`src/pkg/ipw_cfg.svh`:
```
/*
 * Constants of the indexed-port watchdog: port addresses, key values,
 * register indexes, field positions, reset values and tick timing.
 * Assumes inclusion by bare name from the design files.
 */
`ifndef IPW_CFG_SVH
`define IPW_CFG_SVH

// I/O port addresses of the index and data ports
`define IPW_INDEX_PORT      16'h002E
`define IPW_DATA_PORT       16'h002F

// Keys written to the index port
`define IPW_UNLOCK_KEY      8'h87
`define IPW_LOCK_KEY        8'hAA

// Register indexes
`define IPW_REG_LDN         8'h07
`define IPW_REG_ACTIVATE    8'h30
`define IPW_REG_UNIT        8'hF0
`define IPW_REG_COUNT       8'hF1
`define IPW_REG_CTRL        8'hF2

// Logical device number of the watchdog
`define IPW_LDN_WDT         8'h08

// Field positions
`define IPW_ACT_BIT         0
`define IPW_UNIT_BIT        3
`define IPW_MOUSE_BIT       7
`define IPW_KBD_BIT         6
`define IPW_FORCE_BIT       5
`define IPW_STATUS_BIT      4

// Reset values
`define IPW_LDN_RST         8'h00
`define IPW_COUNT_RST       8'h00
`define IPW_IDLE_RDATA      8'hFF

// Tick timing: one unit of seconds, sixty seconds to the minute
`define IPW_CLK_MHZ         200
`define IPW_SEC_UNIT_S      1
`define IPW_SEC_PER_MIN     60
`define IPW_SEC_CYCLES      (`IPW_SEC_UNIT_S * `IPW_CLK_MHZ * 1000000)

`endif

```
`src/pkg/ipw_pkg.sv`:
```
/*
 * Types of the indexed-port watchdog: unlock state machine and the
 * packed state records of the top module and the tick generator.
 * Assumes ipw_cfg.svh is on the include path.
 */
package ipw_pkg;

    typedef enum logic [2:0] {
        IPW_LOCKED = 3'b001,
        IPW_HALF   = 3'b010,
        IPW_OPEN   = 3'b100
    } ipw_lock_t;

    typedef struct packed {
        ipw_lock_t   lock;
        logic [7:0]  idx;
        logic [7:0]  ldn;
        logic        act;
        logic        unit_min;
        logic [7:0]  cnt_load;
        logic [7:0]  cnt_cur;
        logic        mouse_en;
        logic        kbd_en;
        logic        status;
        logic        timeout;
        logic [7:0]  rdata;
        logic [1:0]  ms_sync;
        logic [1:0]  kb_sync;
        logic        ms_prev;
        logic        kb_prev;
    } ipw_state_t;

    typedef struct packed {
        logic [31:0] sec_cnt;
        logic [7:0]  min_cnt;
        logic        sec_tick;
        logic        min_tick;
    } ipw_tick_t;

endpackage

```
`src/hw/ipw_tick_gen.sv`:
```
/*
 * Prescaler giving one-cycle second and minute ticks from the clock.
 * Assumes restart_i pulses whenever the countdown is (re)loaded, so
 * the first unit after a load is always a full one.
 */
`timescale 1ns/1ps
`include "ipw_cfg.svh"

module ipw_tick_gen #(
    parameter int unsigned SEC_CYCLES  = `IPW_SEC_CYCLES,
    parameter int unsigned SEC_PER_MIN = `IPW_SEC_PER_MIN
) (
    input  wire logic mclk_i,
    input  wire logic rst_b_i,
    input  wire logic restart_i,
    output logic      sec_tick_o,
    output logic      min_tick_o
);
    import ipw_pkg::*;

    ipw_tick_t st;
    ipw_tick_t next_st;

    always_comb begin
        next_st = st;
        next_st.sec_tick = 1'b0;
        next_st.min_tick = 1'b0;
        if (restart_i) begin
            next_st.sec_cnt = 32'h0000_0000;
            next_st.min_cnt = 8'h00;
        end else if (st.sec_cnt >= SEC_CYCLES - 1) begin
            next_st.sec_cnt  = 32'h0000_0000;
            next_st.sec_tick = 1'b1;
            if (32'(st.min_cnt) >= SEC_PER_MIN - 1) begin
                next_st.min_cnt  = 8'h00;
                next_st.min_tick = 1'b1;
            end else begin
                next_st.min_cnt = st.min_cnt + 8'h01;
            end
        end else begin
            next_st.sec_cnt = st.sec_cnt + 32'h0000_0001;
        end
    end

    always_ff @(posedge mclk_i or negedge rst_b_i) begin
        if (!rst_b_i) begin
            st <= '0;
        end else begin
            st <= next_st;
        end
    end

    assign sec_tick_o = st.sec_tick;
    assign min_tick_o = st.min_tick;

endmodule

```
`src/hw/ipw_watchdog.sv`:
```
/*
 * Watchdog timer behind an index/data I/O port pair with key-based
 * configuration unlock, logical-device select and activity reload.
 * Assumes I/O cycles arrive as one-cycle strobes on mclk_i; mouse and
 * keyboard activity arrive asynchronously from pins.
 */
`timescale 1ns/1ps
`include "ipw_cfg.svh"

// How it works
// - Two back-to-back unlock key writes to index port open configuration.
// - Index port write picks a register; data port reads or writes it.
// - Logical device number eight routes indexed accesses to the watchdog.
// - Watchdog is disabled at reset; activation register bit zero enables.
// - Unit register bit 3: zero counts seconds, one counts minutes.
// - Count zero stops the timer; 1 to 255 units until timeout.
// - Every count register write restarts the countdown from that value.
// - Expiry before reload drives a timeout pulse out.
// - Control bit 7 lets mouse activity reload the count; resets off.
// - Control bit 6 lets keyboard activity reload the count; resets off.
// - Writing control bit 5 forces a timeout now; bit reads back zero.
// - Control bit 4 reads one once the watchdog has timed out.
// - A lock key write to the index port closes configuration.
module ipw_watchdog #(
    parameter int unsigned SEC_CYCLES  = `IPW_SEC_CYCLES,
    parameter int unsigned SEC_PER_MIN = `IPW_SEC_PER_MIN
) (
    input  wire logic        mclk_i,
    input  wire logic        rst_b_i,
    input  wire logic [15:0] io_addr_i,
    input  wire logic        io_wr_i,
    input  wire logic        io_rd_i,
    input  wire logic [7:0]  io_wdata_i,
    input  wire logic        mouse_act_i,
    input  wire logic        kbd_act_i,
    output logic      [7:0]  io_rdata_o,
    output logic             wdt_timeout_o
);
    import ipw_pkg::*;

    ipw_state_t st;
    ipw_state_t next_st;
    logic       sec_tick;
    logic       min_tick;
    logic       restart;
    logic       idx_wr;
    logic       dat_wr;
    logic       dat_rd;
    logic       wdt_sel;
    logic       unit_tick;
    logic       ms_edge;
    logic       kb_edge;

    // Decoded port strobes
    assign idx_wr = io_wr_i && (io_addr_i == `IPW_INDEX_PORT);
    assign dat_wr = io_wr_i && (io_addr_i == `IPW_DATA_PORT)
                    && (st.lock == IPW_OPEN);
    assign dat_rd = io_rd_i && (io_addr_i == `IPW_DATA_PORT)
                    && (st.lock == IPW_OPEN);

    assign wdt_sel = (st.ldn == `IPW_LDN_WDT);

    assign ms_edge = st.ms_sync[1] && !st.ms_prev && st.mouse_en;
    assign kb_edge = st.kb_sync[1] && !st.kb_prev && st.kbd_en;

    assign unit_tick = st.unit_min ? min_tick : sec_tick;

    // Any fresh load restarts the prescaler so the first unit is whole
    assign restart = (dat_wr && wdt_sel && (st.idx == `IPW_REG_COUNT))
                     || ms_edge || kb_edge;

    ipw_tick_gen #(
        .SEC_CYCLES  (SEC_CYCLES),
        .SEC_PER_MIN (SEC_PER_MIN)
    ) u_tick (
        .mclk_i     (mclk_i),
        .rst_b_i    (rst_b_i),
        .restart_i  (restart),
        .sec_tick_o (sec_tick),
        .min_tick_o (min_tick)
    );

    always_comb begin
        next_st = st;
        next_st.timeout = 1'b0;

        // First stage feeds only the second
        next_st.ms_sync = {st.ms_sync[0], mouse_act_i};
        next_st.kb_sync = {st.kb_sync[0], kbd_act_i};
        next_st.ms_prev = st.ms_sync[1];
        next_st.kb_prev = st.kb_sync[1];

        // Index port: keys and register pointer
        if (idx_wr) begin
            case (st.lock)
                IPW_LOCKED: begin
                    if (io_wdata_i == `IPW_UNLOCK_KEY) begin
                        next_st.lock = IPW_HALF;
                    end
                end
                IPW_HALF: begin
                    if (io_wdata_i == `IPW_UNLOCK_KEY) begin
                        next_st.lock = IPW_OPEN;
                    end else begin
                        next_st.lock = IPW_LOCKED;
                    end
                end
                IPW_OPEN: begin
                    if (io_wdata_i == `IPW_LOCK_KEY) begin
                        next_st.lock = IPW_LOCKED;
                    end else begin
                        next_st.idx = io_wdata_i;
                    end
                end
                default: begin
                    next_st.lock = IPW_LOCKED;
                end
            endcase
        end

        if (ms_edge || kb_edge) begin
            next_st.cnt_cur = st.cnt_load;
            next_st.status  = 1'b0;
        end

        if (st.act && (st.cnt_cur != 8'h00) && unit_tick
            && !ms_edge && !kb_edge) begin
            next_st.cnt_cur = st.cnt_cur - 8'h01;
            if (st.cnt_cur == 8'h01) begin
                next_st.timeout = 1'b1;
                next_st.status  = 1'b1;
            end
        end

        if (dat_wr) begin
            if (st.idx == `IPW_REG_LDN) begin
                next_st.ldn = io_wdata_i;
            end else if (wdt_sel && (st.idx == `IPW_REG_ACTIVATE)) begin
                next_st.act = io_wdata_i[`IPW_ACT_BIT];
                // disable clears status
                // An expiry in this same cycle wins over the clear
                if (!io_wdata_i[`IPW_ACT_BIT]) begin
                    next_st.status = next_st.timeout;
                end
            end else if (wdt_sel && (st.idx == `IPW_REG_UNIT)) begin
                next_st.unit_min = io_wdata_i[`IPW_UNIT_BIT];
            end else if (wdt_sel && (st.idx == `IPW_REG_COUNT)) begin
                next_st.cnt_load = io_wdata_i;
                next_st.cnt_cur  = io_wdata_i;
                // reload clears status
                // Expiry in the write cycle still pulses, so status follows
                next_st.status   = next_st.timeout;
            end else if (wdt_sel && (st.idx == `IPW_REG_CTRL)) begin
                next_st.mouse_en = io_wdata_i[`IPW_MOUSE_BIT];
                next_st.kbd_en   = io_wdata_i[`IPW_KBD_BIT];
                if (io_wdata_i[`IPW_FORCE_BIT]) begin
                    next_st.timeout = 1'b1;
                    next_st.status  = 1'b1;
                end
            end
        end

        // Read data is held until the next read strobe on any port
        if (io_rd_i) begin
            next_st.rdata = `IPW_IDLE_RDATA;
            if (dat_rd) begin
                if (st.idx == `IPW_REG_LDN) begin
                    next_st.rdata = st.ldn;
                end else if (wdt_sel && (st.idx == `IPW_REG_ACTIVATE)) begin
                    next_st.rdata = {7'h00, st.act};
                end else if (wdt_sel && (st.idx == `IPW_REG_UNIT)) begin
                    next_st.rdata = {4'h0, st.unit_min, 3'h0};
                end else if (wdt_sel && (st.idx == `IPW_REG_COUNT)) begin
                    next_st.rdata = st.cnt_load;
                end else if (wdt_sel && (st.idx == `IPW_REG_CTRL)) begin
                    next_st.rdata = {st.mouse_en, st.kbd_en, 1'b0,
                                     st.status, 4'h0};
                end
            end
        end
    end

    always_ff @(posedge mclk_i or negedge rst_b_i) begin
        if (!rst_b_i) begin
            st          <= '0;
            st.lock     <= IPW_LOCKED;
            st.ldn      <= `IPW_LDN_RST;
            st.cnt_load <= `IPW_COUNT_RST;
            st.cnt_cur  <= `IPW_COUNT_RST;
            st.rdata    <= `IPW_IDLE_RDATA;
        end else begin
            st <= next_st;
        end
    end

    // Both outputs are plain flops of the state record
    assign io_rdata_o    = st.rdata;
    assign wdt_timeout_o = st.timeout;

endmodule

```
`config.mk`:
```
export PLATFORM = sky130hd
export DESIGN_NAME = ipw_watchdog
export DESIGN_NICKNAME = d
export VERILOG_FILES = /design/src/pkg/ipw_pkg.sv /design/src/hw/ipw_tick_gen.sv /design/src/hw/ipw_watchdog.sv
export VERILOG_INCLUDE_DIRS = /design/src /design/src/pkg
export SDC_FILE = /design/constraint.sdc
export NUM_CORES = 1
export LEC_CHECK = 0
export BUFFER_PORTS_ARGS = -buffer_cell sky130_fd_sc_hd__buf_4
export CORE_ASPECT_RATIO = 0.6
export CORE_MARGIN = 2
export CORE_UTILIZATION = 60
export DETAILED_ROUTE_END_ITERATION = 16
export PLACE_DENSITY_LB_ADDON = 0.15
export SETUP_SLACK_MARGIN = 0.1
export SYNTH_ARGS = -nofsm -noshare
export SYNTH_HDL_FRONTEND = slang
export SYNTH_SLANG_ARGS = --single-unit
export TNS_END_PERCENT = 50
```
`constraint.sdc`:
```
create_clock -name mclk_i -period 2.5 [get_ports mclk_i]
set_input_delay 0.375 -clock mclk_i [delete_from_list [all_inputs] [get_ports mclk_i]]
set_output_delay 0.375 -clock mclk_i [all_outputs]
set_load 0.01 [all_outputs]
```
==> results.cfg, run 1 <==
[status]
status = completed

[grt]
antenna_found_initial = 0
grt_pass1_wl_um = 17400
grt-ovfl-total = 0
grt.total_usage = 0.256
grt_max_degree = 65
grt_pass1_vias = 3500

[setup_path]
r2r_cells = 7
crit_chain = ha_1 -> nand4_2 -> nor3_4 -> o311a_4 -> o21bai_4 -> or4_1 -> a21oi_1
crit_buf_inv = 0
endpoint_kind = register
max_stage_delay_ns = 0.51
crit_required_ns = 2.76
cp.arrival_ns = 2.52
cp_max_fo = 13
worst_path_max_delay_cell = or4_1
start_kind = register
critical_path_class = reg -> reg
cp.depth = 7
cp_top_family = simple AND/OR/NAND/NOR gates

[die]
die_h_um = 73.6
num_io_pins = 39
coreArea_sq_um = 7850
fp.dieW_um = 120
num_rows = 25
dieArea_sq_um = 8830
start_util = 0.617

[power_and_ir_drop]
comb_power_share = 0.074
switchingPower_w = 0.000769
p_seq_frac = 0.507
clkPwrFrac = 0.419
p_sw_frac = 0.232
cellPowerDensity_nw_per_um2 = 593
irDropWorstVdd_uv = 526
p_leak_nw = 2.43
finalPower_w = 0.00331
p_int_w = 0.00254

[sta]
post-route-period-util = 0.905
worstMarginPinSlew_ns = 0.521
rsz0062_at_grt = no
hold_violations = 0
fin_crit_ns = 2.26
timing.fmax_mhz = 442
fin_skew_ns = 0.00559
setup_violations = 0
tns_ns = 0
slew_headroom = 0.650
whs_ns = 0.144
slew_viol_final = 0

[synth]
ys.flop_type = dfrtp_1
synth_edf_count = 0
ys_seq_area_frac = 0.503
syn_area_per_cell_sq_um = 9.93
async_flop_share = 1.00
syn_area_sq_um = 4850
syn_inst = 488
synthTopCellsByArea = dfrtp_1, nand2_1, mux2_2, dfstp_2, nor2_1
netlist.area_leader.share = 0.454
ys_ff_latch = 97
synth_commonest_cells = dfrtp_1, nand2_1, nor2_1
yosysWarnings = 0
synth.most_common_cell = dfrtp_1
ys_types = 62
yosys.area.top_type = dfrtp_1

[route]
drt-total-wl_um = 10600
drc = 0
via_count = 3767
wl_per_cell_um = 16.4
first_iter_violations = 285
first_pass_iters = 8
vias_per_cell = 5.83
postRouteAntennaNets = 0

[clock_network]
cts.clk_slew.worst_paths_ns = 0.06
cts_tree = done
post_cts_buffers = 0
root_buffer = clkbuf_16
cts_max_path_buffers = 2
clock_latency_ns = 0.34
clock_sinks = 97
h-tree-depth = 3
cts_made_buffers = 9

[worst_hold_path]
whs_path_depth = 1
hold_class = in -> reg

[finish]
multi_input_area_sq_um = 2280
insertedDiodeCount = 0
fillers = 557
nets = 568
seq_area_sq_um = 2440
drive_above_1_share = 0.221
stdcell_count = 646
area_growth_pct = 15.4

[placed_design]
dpl.hpwl_um = 7600
dp.cells = 629
place.gp.congestion = 0.907
portBuffers = 38

[run]
cap_violations = 0
worst reg2reg max path, delay by kind of cell (launching register included):
family / cells / cell delay [ns]
DFF: 1 / 0.41
and+or+nand+nor: 3 / 1.00
AOI/OAI and AO/OA: 3 / 0.53
adders and majority gates: 1 / 0.24
final timing paths:
path	to	start	slack (ns)
max	u_tick.st[6]$_DFFE_PN0P_	u_tick.st[10]$_DFF_PN0_	0.24
min	next_st[3]$_DFF_PN0_	kbd_act_i	0.14
max reg2reg	u_tick.st[6]$_DFFE_PN0P_	u_tick.st[10]$_DFF_PN0_	0.24
min reg2reg	next_st[0]$_DFF_PN0_	next_st[3]$_DFF_PN0_	0.35
max in group asynchronous	io_rdata_o[7]$_DFFE_PN1P_	rst_b_i	1.26
min in group asynchronous	st[48]$_DFFE_PN0P_	rst_b_i	0.54
per-layer routing:
layer | global-route usage | wire length (um) | vias to the layer above
li1 | - | - | 1801
met1 | 0.403 | 5430 | 1832
met2 | 0.342 | 4250 | 123
met3 | 0.0699 | 794 | 11
met4 | 0.0732 | 106 | 0
met5 | 0 | 0 | -
metrics by stage:
stage	area (sq um)	worst slack, ns	util
2_1_floorplan	4860	0.503	-
3_3_place_gp	5250	0.179	0.669
3_5_place_dp	5250	0.169	0.669
4_1_cts	5570	0.111	0.709
5_1_grt	5590	0.0993	0.712
6_report	5590	0.237	0.712
logic make-up (layout without fill, tap and decap cells):
group / Yosys count / after routing / synth area share
AO/OA/AOI/OAI: 64 / 64 / 0.0829
XOR/XNOR: 27 / 27 / 0.0488
adder cells (fa/ha/maj): 5 / 5 / 0.0129
buffers and inverters: 26 / 73 / 0.0333
flip-flops: 97 / 97 / 0.503
multiplexers: 25 / 25 / 0.0573
other: 1 / 4 / 0.000774
AND/OR/NAND/NOR: 243 / 243 / 0.261
power groups by stage:
stage,logic [W],registers [W],clock network (W)
detailed placement,0.000242,0.00171,0
CTS,0.000245,0.00168,0.00142
finish,0.000244,0.00168,0.00139
global placement,0.000231,0.00170,0
floorplan,0.000140,0.00169,0
global route,0.000276,0.00169,0.00147
registers in the layout (all words and copies together), names as in the netlist:
| name | count |
|---|---|
| u_tick.st | 40 |
| io_rdata_o | 8 |
| u_tick.min_tick_o | 1 |
| next_st | 4 |
| u_tick.sec_tick_o | 1 |
| st | 42 |
| wdt_timeout_o | 1 |
cells in the final DEF, fill, tap and decap left out, drive strengths merged, types with 10 or more instances in the layout:
cell,count
buf,49
nand3,19
nor3,13
xnor2,13
xor2,14
clkbuf,10
a21oi,15
nand2,75
nor2,68
mux2,22
dfrtp,88
o21ai,23
area by class of cell:
class	instances	share of cell area
inverter	7	0.00470
tap	108	0.0242
timing repair buffer	50	0.0721
clock buffer	10	0.0427
sequential	97	0.436
multi-input combinational	368	0.408
clock inverter	6	0.0119
timing repair:
action,in CTS,in global routing
hold endpoints to repair,7,0
hold buffers,1,0
setup endpoints to repair,0,29
gates resized for setup,0,3
Note: power is estimated with default switching activity, not from simulation.
==> run 2: changes to the inputs <==
--- a/config.mk
+++ b/config.mk
@@ -6,6 +6,7 @@
 export SDC_FILE = /design/constraint.sdc
 export NUM_CORES = 1
 export LEC_CHECK = 0
+export ABC_AREA = 1
 export BUFFER_PORTS_ARGS = -buffer_cell sky130_fd_sc_hd__buf_4
 export CORE_ASPECT_RATIO = 0.6
 export CORE_MARGIN = 2
==> run 2 against run 1 <==
  * Critical path depth up 4
  * Critical path type unchanged
  * Non-clock buffer count is 5 lower
  * Utilization is 0.74 points lower
  * Cell area increased by 8.7%
  * Highest routed layer unchanged
  * Area after synthesis rose by 11%
  * Register-to-register slack better by 0.05 ns
  * Sequential power increased by 7%
  * Clock skew up 0.0017 ns
  * Maximum frequency rose by 2.4%
  * Worst setup slack improved by 0.054 ns
  * Sequential share of layout area is 3.5 points lower
==> results.cfg, run 2 <==
[setup_path]
crit_required_ns = 2.74
critical_path_class = reg -> reg
cp_top_family = simple AND/OR/NAND/NOR gates
crit_chain = ha_1 -> nand3_2 -> nor3_2 -> nand2_1 -> nand2_1 -> nand2_1 -> nand2_4 -> nor2_4 -> clkinv_2 -> buf_12 -> nor2_1
endpoint_kind = register
max_stage_delay_ns = 0.40
cp_common_cell = nand2_1
cp_max_fo = 20
worst_path_max_delay_cell = dfrtp_1
cp.arrival_ns = 2.45
start_kind = register
cp.depth = 11
crit_buf_inv = 2
r2r_cells = 11

[clock_network]
root_buffer = clkbuf_16
cts.clk_slew.worst_paths_ns = 0.07
post_cts_buffers = 0
clock_sinks = 97
cts_made_buffers = 9
cts_max_path_buffers = 2
h-tree-depth = 3
cts-hold-fix-buffers = 0
clock_latency_ns = 0.35
ctsResizeCount = 0
cts_tree = done

[sta]
slew_headroom = 0.498
timing.fmax_mhz = 453
fin_crit_ns = 2.21
worstMarginPinSlew_ns = 0.746
tns_ns = 0
slew_viol_final = 0
hold_violations = 0
fin_skew_ns = 0.00726
post-route-period-util = 0.884
setup_violations = 0
rsz0062_at_grt = no

[placed_design]
portBuffers = 38
dpl.hpwl_um = 9800
dp.cells = 849
dpl-instance-area_sq_um = 5750
place.gp.congestion = 0.962

[finish]
design_area_sq_um = 6070
nets = 783
area_growth_pct = 12.9
largest_reg_flops = 42
fillers = 680
stdcell_count = 865
drive_above_1_share = 0.130
insertedDiodeCount = 0
final_cell_mix = nand2_1, nor2_1, inv_1, dfrtp_1, o21ai_0
final_common_cell = nand2_1
regMostFlops = st

[route]
first_pass_iters = 6
vias_per_cell = 5.38
first_iter_violations = 474
drt-total-wl_um = 13000
drc = 0
wl_per_cell_um = 15.1
postRouteAntennaNets = 0
via_count = 4654

[synth]
ys_seq_area_frac = 0.453
ys.flop_type = dfrtp_1
ys_types = 36
yosysWarnings = 0
yosys.area.top_type = dfrtp_1
netlist.area_leader.share = 0.409
synth.most_common_cell = nand2_1
syn_inst = 707
syn_area_per_cell_sq_um = 7.61
synth_edf_count = 0
ys_ff_latch = 97
async_flop_share = 1.00
syn_area_sq_um = 5380
synth_commonest_cells = nand2_1, nor2_1, inv_1
synthTopCellsByArea = dfrtp_1, nand2_1, nor2_1, inv_1, o21ai_0

[die]
start_util = 0.624
coreArea_sq_um = 8620
fp.dieW_um = 126
dieArea_sq_um = 9760
num_io_pins = 39
die_h_um = 77.3
num_rows = 26

[grt]
grt-ovfl-total = 0
grt_max_degree = 53
grt_pass1_vias = 4145
grt_pass1_wl_um = 21000
antenna_found_initial = 0
grt.total_usage = 0.280

[status]
status = completed

[worst_hold_path]
hold_class = in -> async

[power_and_ir_drop]
irDropWorstVdd_uv = 577
p_leak_nw = 2.78
cellPowerDensity_nw_per_um2 = 661

[run]
cap_violations = 0
## run 2: changes by cell type in the layout (fill, tap and decap cells not counted), sizes merged, moves of 14 or more
cell	before	now
nand2	75	182
nor3	13	27
nand3	19	37
o21ai	23	52
nor2	68	121
inv	8	96
mux2	22	0
## run 2: path summary, 6_finish.rpt
path	end	startpoint	slack (ns)
hold / removal	st[20]$_DFF_PN0_	rst_b_i	0.06
setup reg to reg	u_tick.st[20]$_DFF_PN0_	u_tick.st[10]$_DFF_PN0_	0.29
setup / recovery	u_tick.st[20]$_DFF_PN0_	u_tick.st[10]$_DFF_PN0_	0.29
max in group asynchronous	io_rdata_o[4]$_DFFE_PN1P_	rst_b_i	1.68
min in group mclk_i	next_st[3]$_DFF_PN0_	kbd_act_i	0.13
hold reg to reg	next_st[0]$_DFF_PN0_	next_st[3]$_DFF_PN0_	0.36
## run 2: cell type report
type | instances | area [sq um] | area share
clock buffer | 9 | 225 | 0.0371
clock inverter | 7 | 95.1 | 0.0157
inverter | 94 | 354 | 0.0583
multi-input combinational | 501 | 2470 | 0.407
sequential | 97 | 2440 | 0.401
tap | 112 | 140 | 0.0231
timing repair buffer | 45 | 350 | 0.0577
## run 2: cells by family (layout without fill, tap and decap cells)
group | count (synthesis) | after routing | share of synthesized area
AO/OA/AOI/OAI | 71 | 71 | 0.0677
XOR/XNOR | 30 | 30 | 0.0488
adder cells (fa/ha/maj) | 5 | 5 | 0.0116
buffers and inverters | 112 | 155 | 0.0893
flip-flops | 97 | 97 | 0.453
other | 1 | 4 | 0.000697
AND/OR/NAND/NOR | 391 | 391 | 0.328
## run 2: where the power goes
part | leakage (nW) | switching (W) | internal (W)
clock | 0.157 | 0.000647 | 0.000807
combinational | 1.38 | 0.000469 | 0.000288
sequential | 1.24 | 0.000104 | 0.00170
## run 2: routing by layer
layer / track usage / up-vias / part of all wire / routed length (um)
li1: - / 2285 / - / -
met1: 0.453 / 2151 / 0.49 / 6380
met2: 0.360 / 202 / 0.39 / 5070
met3: 0.0917 / 16 / 0.11 / 1470
met4: 0.0571 / 0 / 0.0086 / 112
met5: 0 / - / 0 / 0
## run 2: stage by stage
stage	total power, W	hold WS, ns	setup WS [ns]	util
2_1_floorplan	0.00231	0.0794	0.675	-
3_3_place_gp	0.00254	0.349	0.434	0.667
3_5_place_dp	0.00256	0.353	0.326	0.667
4_1_cts	0.00401	0.0919	0.313	0.705
5_1_grt	0.00422	0.127	0.127	0.705
6_report	0.00401	0.0624	0.290	0.705
==> run 3: changes to the inputs <==
--- a/config.mk
+++ b/config.mk
@@ -8,7 +8,7 @@
 export LEC_CHECK = 0
 export ABC_AREA = 1
 export BUFFER_PORTS_ARGS = -buffer_cell sky130_fd_sc_hd__buf_4
-export CORE_ASPECT_RATIO = 0.6
+export CORE_ASPECT_RATIO = 0.9
 export CORE_MARGIN = 2
 export CORE_UTILIZATION = 60
 export DETAILED_ROUTE_END_ITERATION = 16
==> run 3 against run 2 <==
  * Wire length down 6.1%
  * Cell count up 0.58%
  * Sequential cell count is the same
  * Register-to-register slack improved by 0.07 ns
  * Cell area decreased by 2.2%
==> results.cfg, run 3 (synthesis gave the netlist of run 2 again) <==
[grt]
grt.total_usage = 0.274
grt-ovfl-total = 0
grt_max_degree = 43
use_met2 = 0.406
grt_use_met1 = 0.411
grt_pass1_wl_um = 21000
top_usage_layer = met1
antenna_found_initial = 0
use_met3 = 0.0527
grt_pass1_vias = 4391

[finish]
regMostFlops = st
nets = 781
area_growth_pct = 10.5
drive_above_1_share = 0.125
fillers = 771
seq_area_sq_um = 2440
multi_input_area_sq_um = 2470
final_cell_mix = nand2_1, nor2_1, inv_1, dfrtp_1, o21ai_0
final_common_cell = nand2_1
insertedDiodeCount = 0
largest_reg_flops = 42

[setup_path]
start_kind = register
critical_path_class = reg -> reg
cp_max_fo = 5
max_stage_delay_ns = 0.44
cp.arrival_ns = 2.41
crit_required_ns = 2.76
worst_path_max_delay_cell = dfrtp_1
endpoint_kind = register
crit_chain = ha_1 -> nand3_2 -> nor3_2 -> inv_1 -> nor2_1 -> nand2_1 -> xor2_1 -> nor2_4

[clock_network]
cts_max_path_buffers = 2
h-tree-depth = 3
root_buffer = clkbuf_8
cts_tree = done
cts.clk_slew.worst_paths_ns = 0.10
cts_made_buffers = 9
clock_latency_ns = 0.37
ctsResizeCount = 0
post_cts_buffers = 0
clock_sinks = 97

[sta]
hold_violations = 0
tns_ns = 0
post-route-period-util = 0.857
fin_crit_ns = 2.14
fin_skew_ns = 0.0147
rsz0062_at_grt = no
timing.fmax_mhz = 467
slew_headroom = 0.549
worstMarginPinSlew_ns = 0.671
whs_ns = 0.107
setup_violations = 0
slew_viol_final = 0

[route]
postRouteAntennaNets = 0
first_iter_violations = 265
via_count = 4616
first_pass_iters = 5
vias_per_cell = 5.31
drc = 0
wl_per_cell_um = 14.1
drt-total-wl_um = 12200

[power_and_ir_drop]
cellPowerDensity_nw_per_um2 = 581
comb_power_share = 0.203
switchingPower_w = 0.00107
clkPwrFrac = 0.278
p_seq_frac = 0.520
p_sw_frac = 0.310
p_leak_nw = 2.70
irDropWorstVdd_uv = 695
p_int_w = 0.00238

[die]
start_util = 0.622
die_h_um = 93.8
fp.dieW_um = 104
num_rows = 32
coreArea_sq_um = 8650
num_io_pins = 39
dieArea_sq_um = 9740

[status]
status = completed

[placed_design]
portBuffers = 38
dpl.hpwl_um = 9290
place.gp.congestion = 1.02

[worst_hold_path]
hold_class = in -> reg

[run]
cap_violations = 0
==> run 3: path summary, 6_finish.rpt <==
kind | start | end | slack (ns) | depth (start not counted)
max reg2reg | u_tick.st[10]$_DFF_PN0_ | u_tick.st[36]$_DFF_PN0_ | 0.36 | 8
max in group asynchronous | rst_b_i | st[52]$_DFFE_PN1P_ | 1.21 | 3
min in group asynchronous | rst_b_i | st[40]$_DFFE_PN0P_ | 0.55 | 2
min | mouse_act_i | next_st[5]$_DFF_PN0_ | 0.11 | 1
max | u_tick.st[10]$_DFF_PN0_ | u_tick.st[36]$_DFF_PN0_ | 0.36 | 8
min reg2reg | next_st[5]$_DFF_PN0_ | next_st[1]$_DFF_PN0_ | 0.36 | 0
==> run 3: repair_timing <==
action | CTS | global route
setup endpoints to repair | 0 | 0
hold buffers | 1 | 0
endpoints found under the hold margin | 6 | 0
==> run 3: final cells by class <==
class,count,share of cell area
sequential,97,0.410
inverter,94,0.0596
timing repair buffer,43,0.0589
multi-input combinational,501,0.416
tap,119,0.0251
clock buffer,11,0.0238
clock inverter,5,0.00653
==> run 3: critical path: cells and delay by family (launching register included) <==
| kind | cells | cell delay (ns) |
|---|---|---|
| DFF | 1 | 0.44 |
| buffers and inverters | 1 | 0.10 |
| and+or+nand+nor | 5 | 0.97 |
| adders and majority gates | 1 | 0.26 |
| xor gates and xnor gates | 1 | 0.26 |
==> run 3: per-layer routing <==
metal	vias to the layer above	wire, um
li1	2287	-
met1	2167	5960
met2	153	5270
met3	9	864
met4	0	146
met5	-	0
==> run 3: stage by stage <==
step	setup WS, ns	util	power, W	cells	area [sq um]
after floorplan	0.675	-	0.00231	710	5390
after global placement	0.401	0.665	0.00249	853	5750
after detailed placement	0.318	0.665	0.00251	853	5750
after CTS	0.347	0.687	0.00347	870	5940
after global routing	0.157	0.687	0.00369	870	5940
final	0.358	0.687	0.00345	870	5940
==> run 3: power groups by stage <==
stage	clock network (W)	registers [W]	logic [W]
after floorplan	0	0.00180	0.000512
after global placement	0	0.00182	0.000670
after detailed placement	0	0.00182	0.000690
after CTS	0.000983	0.00179	0.000697
after global routing	0.00106	0.00181	0.000823
final	0.000958	0.00179	0.000700
